[config.mk]
export PLATFORM = sky130hd
export DESIGN_NAME = spmc_power_ctrl
export DESIGN_NICKNAME = d
export VERILOG_FILES = /design/src/core/spmc_pkg.sv /design/src/core/spmc_tick_div.sv /design/src/core/spmc_buf_pool.sv /design/src/core/spmc_power_ctrl.sv
export SDC_FILE = /design/constraint.sdc
export NUM_CORES = 1
export LEC_CHECK = 0
export BUFFER_PORTS_ARGS = -buffer_cell sky130_fd_sc_hd__buf_4
export CAP_MARGIN = 30
export CORE_MARGIN = 1
export CORE_UTILIZATION = 50
export CTS_CLUSTER_DIAMETER = 200
export DETAILED_ROUTE_END_ITERATION = 7
export PLACE_DENSITY = 0.71
export SYNTH_ARGS = -nofsm -noshare
export SYNTH_HDL_FRONTEND = slang
export SYNTH_SLANG_ARGS = --single-unit
[constraint.sdc]
create_clock -name clk -period 3.3 [get_ports clk]
set_input_delay 0.99 -clock clk [delete_from_list [all_inputs] [get_ports clk]]
set_output_delay 0.99 -clock clk [all_outputs]
set_load 0.05 [all_outputs]
[src/core/spmc_pkg.sv]
// Constants, register map and state encoding for the switch power mode control block
package spmc_pkg;
  // Register bus geometry
  localparam int ADDR_W = 8;
  localparam int DATA_W = 8;

  // Register offsets
  localparam logic [7:0] REG_POWER_MODE   = 8'h0E;
  localparam logic [7:0] REG_IDLE_TIMEOUT = 8'h0F;
  localparam logic [7:0] REG_PORT_CTRL    = 8'h1D;
  localparam logic [7:0] PORT_STRIDE      = 8'h10;
  localparam logic [7:0] REG_EEE_CTRL     = 8'h50;
  localparam logic [7:0] REG_STATUS       = 8'h60;
  localparam logic [7:0] REG_FREE_LO      = 8'h61;
  localparam logic [7:0] REG_FREE_HI      = 8'h62;
  localparam logic [7:0] REG_PHY_CTRL_HI  = 8'h90;

  // Field positions
  localparam int MODE_LSB   = 3;
  localparam int MODE_MSB   = 4;
  localparam int PORT_PD    = 3;
  localparam int PHY_PD     = 3;
  localparam int EEE_LPI    = 0;
  localparam int ST_AWAKE   = 0;
  localparam int ST_TXLPI   = 1;
  localparam int ST_RXLPI   = 2;
  localparam int ST_TXALLOW = 3;
  localparam int ST_ENERGY  = 4;

  // Mode codes
  localparam logic [1:0] MODE_NORMAL  = 2'h0;
  localparam logic [1:0] MODE_ENERGY  = 2'h1;
  localparam logic [1:0] MODE_SOFT_PD = 2'h2;
  localparam logic [1:0] MODE_RSVD    = 2'h3;

  // Reset values
  localparam logic [1:0] POWER_MODE_RST   = 2'h0;
  localparam logic [7:0] IDLE_TIMEOUT_RST = 8'h10;

  // Sizes
  localparam int NPORT     = 3;
  localparam int NBUF      = 512;
  localparam int BUF_BYTES = 128;

  // Timing
  localparam int CLK_PERIOD_NS   = 10;
  localparam int PULSE_WIDTH_NS  = 120;
  localparam int PULSE_WIDTH_CYC = (PULSE_WIDTH_NS + CLK_PERIOD_NS - 1) / CLK_PERIOD_NS;
  localparam int PULSE_PERIOD_NS = 1_000_000_000;
  localparam int PULSE_PERIOD_CYC = (PULSE_PERIOD_NS + CLK_PERIOD_NS - 1) / CLK_PERIOD_NS;
  localparam int SLEEP_TICK_NS   = 1_000_000;
  localparam int SLEEP_TICK_CYC  = (SLEEP_TICK_NS + CLK_PERIOD_NS - 1) / CLK_PERIOD_NS;
  localparam int LPI_WAKE_NS     = 30_000;
  localparam int LPI_WAKE_CYC    = (LPI_WAKE_NS + CLK_PERIOD_NS - 1) / CLK_PERIOD_NS;

  // Power states, one-hot
  typedef enum logic [3:0] {
    ST_NORMAL   = 4'h1,
    ST_ED_AWAKE = 4'h2,
    ST_ED_SLEEP = 4'h4,
    ST_SOFT_PD  = 4'h8
  } spmc_state_t;
endpackage

[src/core/spmc_tick_div.sv]
// Clock divider giving a one-cycle enable pulse every DIV cycles
`timescale 1ns/1ns
module spmc_tick_div #(
  parameter int DIV = 100
) (
  input  wire logic clk,   // System clock
  input  wire logic nrst,  // Async reset, active low
  input  wire logic clr,   // Restart the count
  output logic      tick   // One-cycle enable
);
  localparam int CW = (DIV > 2) ? $clog2(DIV) : 1;
  localparam logic [CW-1:0] LAST = CW'(DIV - 1);

  if (DIV < 2) $error("spmc_tick_div: DIV must be at least 2");

  logic [CW-1:0] cnt;
  wire           atLast = (cnt == LAST);

  // Free-running count, restarted by clr
  always_ff @(posedge clk or negedge nrst) begin
    if (!nrst) begin
      cnt  <= '0;
      tick <= 1'b0;
    end else if (clr) begin
      cnt  <= '0;
      tick <= 1'b0;
    end else begin
      cnt  <= atLast ? '0 : cnt + 1'b1;
      tick <= atLast;
    end
  end
endmodule

[src/core/spmc_buf_pool.sv]
// Free-buffer pool accounting for the shared store-and-forward frame memory
`timescale 1ns/1ns
module spmc_buf_pool #(
  parameter int NBUF = 512
) (
  input  wire logic                    clk,        // System clock
  input  wire logic                    nrst,       // Async reset, active low
  input  wire logic                    clr,        // Internal reset, refills pool
  input  wire logic                    allocReq,   // Request one buffer
  input  wire logic                    freeReq,    // Return one buffer
  output logic                         allocGrant, // Buffer granted
  output logic [$clog2(NBUF+1)-1:0]    freeCount   // Buffers left
);
  localparam int CW = $clog2(NBUF + 1);
  localparam logic [CW-1:0] FULL = CW'(NBUF);

  if (NBUF < 2) $error("spmc_buf_pool: NBUF must be at least 2");

  wire canAlloc = allocReq && (freeCount != '0);
  wire canFree  = freeReq && (freeCount != FULL);
  wire [CW-1:0] next_freeCount = (canAlloc && !canFree) ? freeCount - 1'b1 :
                                 (canFree && !canAlloc) ? freeCount + 1'b1 : freeCount;

  // Grant never exceeds the pool; an accepted free beside a granted alloc keeps the count
  always_ff @(posedge clk or negedge nrst) begin
    if (!nrst) begin
      freeCount  <= FULL;
      allocGrant <= 1'b0;
    end else if (clr) begin
      freeCount  <= FULL;
      allocGrant <= 1'b0;
    end else begin
      freeCount  <= next_freeCount;
      allocGrant <= canAlloc;
    end
  end

  chk_grant_pool: assert property (@(posedge clk) disable iff (!nrst)
    allocGrant |-> $past(freeCount) != '0 && freeCount == $past(freeCount) - 1'b1
      || $past(freeReq))
    else $error("buffer granted from empty pool");
endmodule

[src/core/spmc_power_ctrl.sv]
// Power mode control: modes, energy detect sleep, soft power-down, port power-down, LPI
`timescale 1ns/1ns
// How it works
// - Mode field codes: 00 normal, 01 energy detect, 10 soft power-down, 11 reserved.
// - Reset leaves the mode field at normal operation.
// - Normal mode keeps clocks, PHYs, MACs and host interface all enabled.
// - Energy detect sleeps after no cable energy for longer than the idle timeout.
// - Sleeping disables everything except the receive energy detector.
// - Sleeping watches cable energy and wakes to normal power when it appears.
// - Sleeping emits a 120 ns pulse once every second.
// - Soft power-down stops all clocks and switches off every PHY and MAC.
// - Any host access wakes soft power-down and resets all registers to defaults.
// - Port control bit 3 powers down that PHY port.
// - PHY basic control bit 11 also powers down that PHY port.
// - Transmit and receive low-power idle are handled independently.
// - During low-power idle unused MAC and switch clocks are gated.
// - LPI entry waits for a frame boundary so no frame is cut.
// - Frame memory is 512 shared buffers of 128 bytes, store and forward.
// - LPI request sends assert-LPI, blocks transmit, resumes after a wake delay.
module spmc_power_ctrl #(
  parameter int NPORT            = spmc_pkg::NPORT,
  parameter int NBUF             = spmc_pkg::NBUF,
  parameter int SLEEP_TICK_CYC   = spmc_pkg::SLEEP_TICK_CYC,
  parameter int PULSE_PERIOD_CYC = spmc_pkg::PULSE_PERIOD_CYC
) (
  input  wire logic             clk,            // 100 MHz clock
  input  wire logic             nrst,           // Async reset, active low
  input  wire logic [7:0]       addr,           // Register address
  input  wire logic [7:0]       wrData,         // Write data
  input  wire logic             wrStb,          // Write strobe
  input  wire logic             rdStb,          // Read strobe
  output logic      [7:0]       rdData,         // Read data, cycle after rdStb
  input  wire logic             cableEnergy,    // Receiver sees cable energy
  input  wire logic             macTxBusy,      // MAC mid-frame on transmit
  input  wire logic             rxLpiInd,       // Partner signals LPI on receive
  input  wire logic             bufAllocReq,    // Frame buffer request
  input  wire logic             bufFreeReq,     // Frame buffer release
  output logic                  bufAllocGrant,  // Frame buffer granted
  output logic                  pllClkEn,       // PLL clocks run
  output logic                  macEn,          // MACs powered
  output logic                  hostIfEn,       // Host interface live
  output logic                  phyRxEnergyOnly,// PHY keeps only energy detector
  output logic [NPORT-1:0]      phyPowerDown,   // Per-port PHY off
  output logic                  edLowPower,     // Energy detect sleep state
  output logic                  linkPulse,      // Sleep keep-alive pulse
  output logic                  txLpiAssert,    // Send assert-LPI encoding
  output logic                  macTxAllow,     // MAC may transmit
  output logic                  macTxClkEn,     // MAC transmit clock enable
  output logic                  macRxClkEn,     // MAC receive clock enable
  output logic                  switchClkEn,    // Switch core clock enable
  output logic                  internalReset   // Pulse after soft power-down wake
);
  localparam int PW_CYC = spmc_pkg::PULSE_WIDTH_CYC;
  localparam int WK_CYC = spmc_pkg::LPI_WAKE_CYC;
  localparam int WKW    = $clog2(WK_CYC + 1);
  localparam int FCW    = $clog2(NBUF + 1);
  if (NPORT < 1 || NPORT > 8) $error("spmc_power_ctrl: NPORT out of range");
  if (PW_CYC < 1 || PW_CYC > 15) $error("spmc_power_ctrl: pulse width out of range");
  if (FCW > 16) $error("spmc_power_ctrl: NBUF too large for status");
  // Address match for a per-port register
  function automatic logic portHit(input logic [7:0] a, input logic [7:0] base, input int p);
    portHit = (a == 8'(base + 8'(p) * spmc_pkg::PORT_STRIDE));
  endfunction
  spmc_pkg::spmc_state_t state;
  spmc_pkg::spmc_state_t next_state;
  logic [1:0]       powerMode;
  logic [7:0]       idleTimeout;
  logic [NPORT-1:0] portPd;
  logic [NPORT-1:0] phyPd;
  logic             lpiReq;
  logic [8:0]       idleCnt;
  logic [3:0]       pulseCnt;
  logic [3:0]       pulseRun;
  logic [WKW-1:0]   wakeCnt;
  logic             lpiActive;
  logic             sleepTick;
  logic             periodTick;
  logic [FCW-1:0]   freeCount;

  // Host access gating: dead while asleep, a wake event in soft power-down
  wire hostOpen  = (state == spmc_pkg::ST_NORMAL) || (state == spmc_pkg::ST_ED_AWAKE);
  wire wrEn      = wrStb && hostOpen;
  wire rdEn      = rdStb && hostOpen;
  wire pdWake    = (state == spmc_pkg::ST_SOFT_PD) && (wrStb || rdStb);
  wire modeHit   = (addr == spmc_pkg::REG_POWER_MODE);
  wire [1:0] wrMode = wrData[spmc_pkg::MODE_MSB:spmc_pkg::MODE_LSB];
  wire modeWr    = wrEn && modeHit && (wrMode != spmc_pkg::MODE_RSVD);
  wire inEdAwake = (state == spmc_pkg::ST_ED_AWAKE);
  wire inSleep   = (state == spmc_pkg::ST_ED_SLEEP);
  wire sleepExpire = (idleCnt > {1'b0, idleTimeout});

  // Power state transitions
  always_comb begin
    next_state = state;
    case (state)
      spmc_pkg::ST_NORMAL: begin
        if (powerMode == spmc_pkg::MODE_ENERGY) next_state = spmc_pkg::ST_ED_AWAKE;
        else if (powerMode == spmc_pkg::MODE_SOFT_PD) next_state = spmc_pkg::ST_SOFT_PD;
      end
      spmc_pkg::ST_ED_AWAKE: begin
        if (powerMode != spmc_pkg::MODE_ENERGY) next_state = spmc_pkg::ST_NORMAL;
        else if (sleepExpire && !cableEnergy) next_state = spmc_pkg::ST_ED_SLEEP;
      end
      spmc_pkg::ST_ED_SLEEP: begin
        if (cableEnergy) next_state = spmc_pkg::ST_ED_AWAKE;
      end
      spmc_pkg::ST_SOFT_PD: begin
        if (wrStb || rdStb) next_state = spmc_pkg::ST_NORMAL;
      end
      default: next_state = spmc_pkg::ST_NORMAL;
    endcase
  end

  // Power gates per mode, registered from the next state to stay in step with it
  wire nxRun   = (next_state == spmc_pkg::ST_NORMAL) || (next_state == spmc_pkg::ST_ED_AWAKE);
  wire nxSleep = (next_state == spmc_pkg::ST_ED_SLEEP);
  wire nxPd    = (next_state == spmc_pkg::ST_SOFT_PD);

  always_ff @(posedge clk or negedge nrst) begin
    if (!nrst) begin
      state           <= spmc_pkg::ST_NORMAL;
      pllClkEn        <= 1'b1;
      macEn           <= 1'b1;
      hostIfEn        <= 1'b1;
      phyRxEnergyOnly <= 1'b0;
      edLowPower      <= 1'b0;
      internalReset   <= 1'b0;
    end else begin
      state           <= next_state;
      pllClkEn        <= nxRun;
      macEn           <= nxRun;
      hostIfEn        <= nxRun;
      phyRxEnergyOnly <= nxSleep;
      edLowPower      <= nxSleep;
      internalReset   <= pdWake;
    end
  end

  // Global registers; a wake from soft power-down restores defaults
  always_ff @(posedge clk or negedge nrst) begin
    if (!nrst) begin
      powerMode   <= spmc_pkg::POWER_MODE_RST;
      idleTimeout <= spmc_pkg::IDLE_TIMEOUT_RST;
      lpiReq      <= 1'b0;
    end else if (pdWake) begin
      powerMode   <= spmc_pkg::POWER_MODE_RST;
      idleTimeout <= spmc_pkg::IDLE_TIMEOUT_RST;
      lpiReq      <= 1'b0;
    end else if (wrEn) begin
      if (modeWr) powerMode <= wrMode;
      if (addr == spmc_pkg::REG_IDLE_TIMEOUT) idleTimeout <= wrData;
      if (addr == spmc_pkg::REG_EEE_CTRL) lpiReq <= wrData[spmc_pkg::EEE_LPI];
    end
  end

  // Per-port power-down bits and their read-back
  logic [NPORT-1:0] portCtrlHit;
  logic [NPORT-1:0] phyCtrlHit;
  for (genvar p = 0; p < NPORT; p++) begin : gPort
    assign portCtrlHit[p] = portHit(addr, spmc_pkg::REG_PORT_CTRL, p);
    assign phyCtrlHit[p]  = portHit(addr, spmc_pkg::REG_PHY_CTRL_HI, p);
    always_ff @(posedge clk or negedge nrst) begin
      if (!nrst) begin
        portPd[p] <= 1'b0;
        phyPd[p]  <= 1'b0;
      end else if (pdWake) begin
        portPd[p] <= 1'b0;
        phyPd[p]  <= 1'b0;
      end else if (wrEn) begin
        if (portCtrlHit[p]) portPd[p] <= wrData[spmc_pkg::PORT_PD];
        if (phyCtrlHit[p]) phyPd[p] <= wrData[spmc_pkg::PHY_PD];
      end
    end
    always_ff @(posedge clk or negedge nrst) begin
      if (!nrst) begin
        phyPowerDown[p] <= 1'b0;
      end else begin
        phyPowerDown[p] <= nxPd || portPd[p] || phyPd[p];
      end
    end
  end

  // Idle timer; tick unit is a parameter because the interval unit is unspecified
  wire idleRun = inEdAwake && !cableEnergy;
  spmc_tick_div #(.DIV(SLEEP_TICK_CYC)) uSleepTick (
    .clk  (clk),
    .nrst (nrst),
    .clr  (!idleRun),
    .tick (sleepTick)
  );

  always_ff @(posedge clk or negedge nrst) begin
    if (!nrst) begin
      idleCnt <= 9'h000;
    end else if (!idleRun) begin
      idleCnt <= 9'h000;
    end else if (sleepTick && idleCnt != 9'h1FF) begin
      idleCnt <= idleCnt + 1'b1;
    end
  end

  // Keep-alive pulse while asleep; the first one comes a full period after entry
  spmc_tick_div #(.DIV(PULSE_PERIOD_CYC)) uPulseTick (
    .clk  (clk),
    .nrst (nrst),
    .clr  (!inSleep),
    .tick (periodTick)
  );
  wire [3:0] next_pulseCnt = !inSleep ? 4'h0 :
                             periodTick ? 4'(PW_CYC) :
                             (pulseCnt != 4'h0) ? pulseCnt - 1'b1 : 4'h0;
  always_ff @(posedge clk or negedge nrst) begin
    if (!nrst) begin
      pulseCnt  <= 4'h0;
      linkPulse <= 1'b0;
      pulseRun  <= 4'h0;
    end else begin
      pulseCnt  <= next_pulseCnt;
      linkPulse <= (next_pulseCnt != 4'h0);
      pulseRun  <= linkPulse ? pulseRun + 1'b1 : 4'h0; // Run length for the width check
    end
  end

  // Transmit LPI: enter only between frames, leave with a wake delay
  wire lpiEnter = lpiReq && !lpiActive && !macTxBusy && nxRun;
  wire lpiLeave = lpiActive && (!lpiReq || !nxRun);
  wire next_lpiActive = lpiEnter || (lpiActive && !lpiLeave);
  wire [WKW-1:0] next_wakeCnt = lpiLeave ? WKW'(WK_CYC) :
                                (wakeCnt != '0) ? wakeCnt - 1'b1 : '0;

  always_ff @(posedge clk or negedge nrst) begin
    if (!nrst) begin
      lpiActive   <= 1'b0;
      wakeCnt     <= '0;
      txLpiAssert <= 1'b0;
      macTxAllow  <= 1'b1;
    end else begin
      lpiActive   <= next_lpiActive;
      wakeCnt     <= next_wakeCnt;
      txLpiAssert <= next_lpiActive;
      macTxAllow  <= nxRun && !next_lpiActive && (next_wakeCnt == '0);
    end
  end

  // Clock gating per direction; the switch core stops only when both rest
  always_ff @(posedge clk or negedge nrst) begin
    if (!nrst) begin
      macTxClkEn  <= 1'b1;
      macRxClkEn  <= 1'b1;
      switchClkEn <= 1'b1;
    end else begin
      macTxClkEn  <= macEn && !txLpiAssert;
      macRxClkEn  <= macEn && !rxLpiInd;
      switchClkEn <= macEn && !(txLpiAssert && rxLpiInd);
    end
  end

  spmc_buf_pool #(.NBUF(NBUF)) uBufPool (
    .clk        (clk),
    .nrst       (nrst),
    .clr        (pdWake),
    .allocReq   (bufAllocReq && macEn),
    .freeReq    (bufFreeReq),
    .allocGrant (bufAllocGrant),
    .freeCount  (freeCount)
  );

  // Read mux; unmapped addresses read as zero
  wire [15:0] freeWide = 16'(freeCount);
  wire [7:0] statusByte = {3'h0, cableEnergy, macTxAllow, rxLpiInd, txLpiAssert, inEdAwake};
  wire [7:0] portByte   = {4'h0, |(portCtrlHit & portPd), 3'h0};
  wire [7:0] phyByte    = {4'h0, |(phyCtrlHit & phyPd), 3'h0};
  wire [7:0] rdMux =
    (addr == spmc_pkg::REG_POWER_MODE)   ? {3'h0, powerMode, 3'h0} :
    (addr == spmc_pkg::REG_IDLE_TIMEOUT) ? idleTimeout :
    (addr == spmc_pkg::REG_EEE_CTRL)     ? {7'h00, lpiReq} :
    (addr == spmc_pkg::REG_STATUS)       ? statusByte :
    (addr == spmc_pkg::REG_FREE_LO)      ? freeWide[7:0] :
    (addr == spmc_pkg::REG_FREE_HI)      ? freeWide[15:8] :
    (|portCtrlHit)                       ? portByte :
    (|phyCtrlHit)                        ? phyByte : 8'h00;

  // Read data stand for one cycle only
  always_ff @(posedge clk or negedge nrst) begin
    if (!nrst) begin
      rdData <= 8'h00;
    end else begin
      rdData <= rdEn ? rdMux : 8'h00;
    end
  end
  chk_mode_reserved: assert property (@(posedge clk) disable iff (!nrst)
    (wrEn && modeHit && wrMode == spmc_pkg::MODE_RSVD) |=> $stable(powerMode))
    else $error("reserved mode code was stored");
  chk_wake_defaults: assert property (@(posedge clk) disable iff (!nrst)
    internalReset |-> powerMode == spmc_pkg::MODE_NORMAL && !lpiReq && portPd == '0)
    else $error("registers not at defaults after wake");
  chk_normal_on: assert property (@(posedge clk) disable iff (!nrst)
    (state == spmc_pkg::ST_NORMAL) |-> pllClkEn && macEn && hostIfEn && !phyRxEnergyOnly)
    else $error("normal mode with a block gated");
  chk_sleep_entry: assert property (@(posedge clk) disable iff (!nrst)
    (inEdAwake && powerMode == spmc_pkg::MODE_ENERGY && !cableEnergy && sleepExpire)
      |=> inSleep && edLowPower)
    else $error("idle timeout did not enter sleep");
  chk_sleep_gating: assert property (@(posedge clk) disable iff (!nrst)
    inSleep |-> !pllClkEn && !macEn && !hostIfEn && phyRxEnergyOnly)
    else $error("sleep left circuitry running");
  chk_energy_wake: assert property (@(posedge clk) disable iff (!nrst)
    (inSleep && cableEnergy) |=> inEdAwake ##1 (pllClkEn || !inEdAwake))
    else $error("energy did not wake the device");
  chk_pulse_width: assert property (@(posedge clk) disable iff (!nrst)
    ($fell(linkPulse) && inSleep) |-> pulseRun == 4'(PW_CYC))
    else $error("keep-alive pulse width wrong");
  chk_softpd_off: assert property (@(posedge clk) disable iff (!nrst)
    (state == spmc_pkg::ST_SOFT_PD) |-> !pllClkEn && !macEn ##1 (&phyPowerDown || $past(pdWake)))
    else $error("soft power-down left PHY or MAC on");
  chk_softpd_wake: assert property (@(posedge clk) disable iff (!nrst)
    pdWake |=> state == spmc_pkg::ST_NORMAL && internalReset && pllClkEn)
    else $error("host access did not wake soft power-down");
  chk_port_down: assert property (@(posedge clk) disable iff (!nrst)
    (portPd[0] || phyPd[0]) |=> phyPowerDown[0])
    else $error("port power-down bit ignored");
  chk_tx_clock: assert property (@(posedge clk) disable iff (!nrst)
    ##1 (macTxClkEn == ($past(macEn) && !$past(txLpiAssert)))
      && (macRxClkEn == ($past(macEn) && !$past(rxLpiInd))))
    else $error("direction clock gating wrong");
  chk_lpi_boundary: assert property (@(posedge clk) disable iff (!nrst)
    $rose(txLpiAssert) |-> !$past(macTxBusy))
    else $error("LPI entered mid-frame");
  chk_idle_restart: assert property (@(posedge clk) disable iff (!nrst)
    cableEnergy |=> idleCnt == 9'h000)
    else $error("idle timer not restarted by energy");
  chk_lpi_block: assert property (@(posedge clk) disable iff (!nrst)
    txLpiAssert |-> !macTxAllow)
    else $error("transmit allowed during LPI");
  chk_lpi_resume: assert property (@(posedge clk) disable iff (!nrst)
    $fell(txLpiAssert) |-> !macTxAllow[*8])
    else $error("transmit resumed without wake delay");
endmodule

======== After elaboration in Yosys (flattened, before gate mapping) ========
Index checks and enable logic that the tools add are counted.
storage, ports and cells
  bits in registers ....................... 123
  input bits .............................. 25
  output and inout port bits .............. 24
  word-level logic and storage cells ...... 206
cells by class
  add/subtract/negate cells ............... 7
  order comparisons ....................... 1
  equality and inequality tests ........... 29
  mux-type cells .......................... 60
  bitwise logic cells ..................... 2
  reductions and logical operators ........ 75
operators with widths
  operator               number
  $mux 8                 9
  $mux 27                2
  $mux 4                 12
  $mux 17                2
  $eq 8x7->1 const B     4
  $mux 10                3
  $add 27x1->27 const B  1
  $eq 27x27->1 const B   1
  $eq 8x8->1 const B     3
  $logic_and 1x1->1      24
  $mux 1                 24
  $mux 12                2
  $reduce_bool 2->1      10
  $mux 9                 2
  $reduce_and 2->1       9
  $add 17x1->17 const B  1
  $eq 17x17->1 const B   1
  $eq 8x4->1 const B     2
  $eq 8x6->1 const B     2
  $pmux 4 s4             1
  $logic_not 12->1       1
  $reduce_bool 12->1     1
  $reduce_or 3->1        4
  $sub 12x1->12 const B  1
  23 further kinds       52

======== Depth between registers and ports, before layout ========
  depth after elaboration ................. 16
  depth in mapped cells ................... 10
  gate-level depth less buffers ........... 10

======== Modules after synthesis ========
Synthesis repeated with hierarchy kept, for this count alone.
second synthesis, totals
  cells, all modules ...................... 729
  area total of the unflattened synthesis .. 7126.8 µm²
by module, submodules not included
  module                       times used  cells an instance  area an instance (µm²)  sequential area each (µm²)
  spmc_power_ctrl              1           379                3666.0                  1660.3
  spmc_tick_div at uPulseTick  1           156                1549.0                  700.7
  spmc_buf_pool                1           108                1007.2                  276.5
  spmc_tick_div at uSleepTick  1           86                 904.6                   450.4

======== Worst setup path after synthesis ========
Ideal clock, no wire load.
  path kind ............................... input to register
  from .................................... input port bufAllocReq
  to ...................................... register uBufPool.freeCount[9]
  library setup time ...................... 0.066 ns
  arrival time ............................ 3.343 ns
  required time ........................... 3.234 ns
  path slack .............................. -0.109 ns
  stages on the path ...................... 10
  path buffers ............................ 0
  cells stage by stage .................... nand2_1 > a41o_1 > a21oi_1 > ha_1 > a211oi_1 > o21ai_0 > a41oi_1 > xor2_1 > or3_1 > nand3_1
between the ends
  longest elaborated chain between the ends .. 5
  elaborated cells between the ends (all ways) .. 8
  those cells by class .................... mux (2); reduce/logical (6)
RTL lines
  item                                                         line                                      text
  start, declared                                              spmc_power_ctrl.sv:36                     input wire logic bufAllocReq,
  $logic_and 1x1->1 (*)                                        spmc_power_ctrl.sv:262                    .allocReq (bufAllocReq && macEn),
  $logic_and 1x1->1 (*)                                        spmc_buf_pool.sv:19                       wire canAlloc = allocReq && (freeCount != '0);
  $logic_and 1x1->1 / $logic_not 1->1 (equally long branches)  spmc_buf_pool.sv:21, spmc_buf_pool.sv:22
  $mux 10 / $logic_and 1x1->1 (equally long branches)          spmc_buf_pool.sv:21, spmc_buf_pool.sv:22
  $mux 10 / $reduce_bool 3->1 (equally long branches)          -
  end signal, assigned                                         spmc_buf_pool.sv:33                       freeCount <= next_freeCount;
  end, declared                                                spmc_buf_pool.sv:12                       output logic [$clog2(NBUF+1)-1:0] freeCount
Every way passes the cells marked *; elsewhere a longest branch is shown, timed or not.
A chain may end at the register's enable or synchronous reset.

======== Worst setup path after layout ========
  from .................................... register uBufPool.freeCount[4]
  to ...................................... register uBufPool.freeCount[8]
between the ends
  longest elaborated chain between the ends .. 6
  elaborated cells between the ends (all ways) .. 14
  those cells by class .................... add/sub (2); eq/ne (1); mux (3); reduce/logical (8)
RTL lines
  item
  parallel branches: the longest is 6 deep, another holds $add 10x1->10
Parallel ways; which one is timed is not known. The select of a mux whose other input is x is not followed.

==> impl_metrics.py <==
metrics = {
    "cts": {
        "worstSkewPairLatency_ps": 420,
        "cts_resized": 0,
        "clk_pin_slew_ps": 60,
        "post_cts_buffers": 0,
        "cts.sinks": 123,
        "htreeDepth": 4,
        "root_buffer": "clkbuf_16",
        "cts_tree": "yes",
        "clockBufferDepth": 2,
        "hold_buffers": 0,
        "cts_inserted_buffers": 17,
    },
    "detailed_routing": {
        "routed_wl_microns": 14040,
        "antenna_left": 0,
        "via_per_inst": 5.476,
        "vias": 5060,
        "routedWlPerCell_microns": 15.19,
        "drc": 0,
        "drt-initial-drc-count": 267,
        "dr.pass1.iters": 4,
    },
    "worst_setup_path": {
        "path_cells": "nor4_1 -> buf_4 -> a41o_1 -> a21oi_2 -> fa_1 -> a21oi_1 -> o21ai_0 -> a2111oi_0 -> buf_4 -> o31a_1 -> o21bai_1 -> a21oi_1",
        "slowest_stage": "a2111oi_0",
        "cp_num_buf_inv": 2,
        "crit_family": "compound AO/OA/AOI/OAI gates",
        "critPathLaunchType": "register",
        "crit_fanout": 5,
        "worstSetupPathType": "reg -> reg",
        "required_ps": 3640,
        "crit_arrival_ps": 3410,
        "critPathCaptureType": "register",
        "crit_path_max_incr_delay_ps": 510,
    },
    "grt": {
        "grt_first_pass_wirelength_microns": 23980,
        "track_usage_pct": 23.40,
        "antenna_found_initial": 0,
        "grt_pass1_vias": 4965,
        "grt_overflow": 0,
        "grt_max_degree": 57,
    },
    "power": {
        "worst_ir_drop_vdd_v": 0.0003331,
        "combPwrFrac_pct": 21.9,
        "p_seq_share_pct": 37.6,
        "p_sw_mw": 1.495,
        "power_density_nw_per_um2": 646.3,
        "intPower_mw": 3.549,
        "swShare_pct": 29.64,
        "power_leakage_nw": 3.378,
        "p_clk_share_pct": 40.5,
    },
    "floorplan": {
        "dieArea_sq_um": 13440,
        "io_pins": 49,
        "rows": 41,
        "core_area_sq_um": 12620,
        "die_h_microns": 115.9,
        "start_util_pct": 51.43,
        "die_x_microns": 115.9,
    },
    "logic_synthesis": {
        "syn-num-nets": 722,
        "synth-seq-cells": 123,
        "synth.avg_cell_area_sq_um": 9.643,
        "synth.cell_area_sq_um": 6490,
        "synth_edf_count": 0,
        "async_flop_share_pct": 100.0,
        "synthCells": 673,
        "yosysSeqAreaShare_pct": 47.58,
        "synthFlopType": "dfrtp_1",
        "ys_types": 66,
        "yosysWarnings": 0,
    },
    "sta": {
        "tightestPinTransition_ps": 735.4,
        "relSlewSlack_pct": 50.98,
        "slew_violations": 0,
        "grt_setup_unrepaired": "no",
        "fin_crit_sh_pct": 92.77,
        "clock_skew_ps": 6.953,
        "hold_slack_ps": 453.7,
        "min_period_ps": 3061,
        "setup_viol": 0,
        "hold_viol_final": 0,
        "fmax_ghz": 0.3266,
    },
    "layout": {
        "area.growth.synth_to_final_pct": 20.24,
        "fin_area_sq_um": 7804,
        "drive_gt1_share_pct": 17.15,
        "diodes": 0,
        "finalNetCount": 788,
        "layout_commonest_cell": "dfrtp_1",
        "layout_common_cells": "115 x dfrtp_1, 111 x nor2_1, 68 x buf_4",
    },
    "worst_hold_path": {
        "min_path_type": "reg -> reg",
    },
    "place": {
        "io_buffer_count": 48,
        "place.gp.congestion": 0.8110,
        "hpwl_microns": 10140,
        "placed_area_sq_um": 7141,
    },
    "outcome": {
        "status": "finished clean",
    },
    "run": {
        "max-cap-violations": 0,
    },
}
-- layer usage --
layer,part of all wire [%],vias to the layer above,global-route usage [%]
met2,48,84,37.78
li1,-,2492,-
met5,0,-,0
met4,1.7,0,9.145
met1,46,2462,30.74
met3,3.9,22,5.282
-- cells by family (layout without fill, tap and decap cells) --
family | Yosys count | after routing | share of synthesized area (%)
AOI/OAI and AO/OA | 100 | 100 | 11.09
xor gates and xnor gates | 62 | 62 | 8.367
adders and majority gates | 24 | 24 | 4.743
buffers and inverters | 51 | 130 | 3.200
DFF | 123 | 123 | 47.58
muxes | 15 | 15 | 2.313
and+or+nand+nor | 298 | 298 | 22.71
-- Yosys cell counts (all sizes together) (3+ instances only) --
cell type    n  area (sq um)
o22ai        4         38.79
a21oi       22         110.1
o31ai        7         66.31
dfstp        8         210.2
nor4         7         43.79
nand3       26         130.1
a22oi        8         60.06
nor3        33         190.2
nand2       45         168.9
a31oi        4         25.02
xnor2       26         227.7
o21a         3         22.52
o21bai       4         30.03
buf          8         46.29
a211oi       3         22.52
xor2        36         315.3
o21ai       23         115.1
nor2b        9         56.30
nor2       111         416.7
dfrtp      115          2878
clkbuf      14         52.55
or3          7         43.79
mux2i       15         150.1
ha          23         287.8
nor4b        4         35.03
and4         4         35.03
inv         28         105.1
nand4       13         81.33
or2          3         18.77
nand2b       9         56.30
and3        15         93.84
-- power by group through the flow --
| stage | registers [mW] | clock network (mW) | logic, mW |
|---|---|---|---|
| 3_5_place_dp | 1.91 | 0 | 1.10 |
| 4_1_cts | 1.89 | 2.08 | 1.11 |
| 2_1_floorplan | 1.89 | 0 | 0.749 |
| 3_3_place_gp | 1.91 | 0 | 1.07 |
| 6_report | 1.89 | 2.04 | 1.11 |
| 5_1_grt | 1.92 | 2.14 | 1.25 |
-- final cells by class --
class	instances	area [sq um]
Fill cell	1036	4816
Clock inverter	14	219.0
Timing Repair Buffer	69	530.5
Inverter	29	108.9
Multi-Input combinational cell	499	3203
Tap cell	172	215.2
Sequential cell	123	3088
Clock buffer	18	439.2
-- sequential cells by signal, indices dropped and copies added (netlist names), 2 cells and up --
register,count
rdData,8
phyPowerDown,3
uPulseTick.cnt,27
portPd,3
powerMode,2
state,4
wakeCnt,12
uSleepTick.cnt,17
uBufPool.freeCount,10
idleTimeout,8
phyPd,3
idleCnt,9
pulseCnt,4
-- path summary, 6_finish.rpt --
kind	from	end	slack, ps	cells past startpoint
worst min-delay path	pulseCnt[0]	pulseCnt[0]	450	1
min in group asynchronous	nrst	uBufPool.freeCount[1]	640	1
max in group asynchronous	nrst	hostIfEn	1930	2
worst max-delay path	uBufPool.freeCount[4]	uBufPool.freeCount[8]	240	12
worst min register to register	pulseCnt[0]	pulseCnt[0]	450	1
worst max register to register	uBufPool.freeCount[4]	uBufPool.freeCount[8]	240	12
-- stage by stage --
| step | setup WS (ps) | utilization, % | std cells | TNS (ps) | power [mW] |
|---|---|---|---|---|---|
| after floorplan | 136.8 | - | 673 | 0 | 2.644 |
| after global placement | -6.689 | 56.58 | 892 | -6.689 | 2.974 |
| after detailed placement | -19.83 | 56.58 | 892 | -19.83 | 3.007 |
| after CTS | 212.2 | 61.80 | 924 | 0 | 5.071 |
| after global routing | 81.42 | 61.84 | 924 | 0 | 5.317 |
| final | 238.6 | 61.84 | 924 | 0 | 5.043 |
No activity file was read; power rests on OpenSTA's default activity.
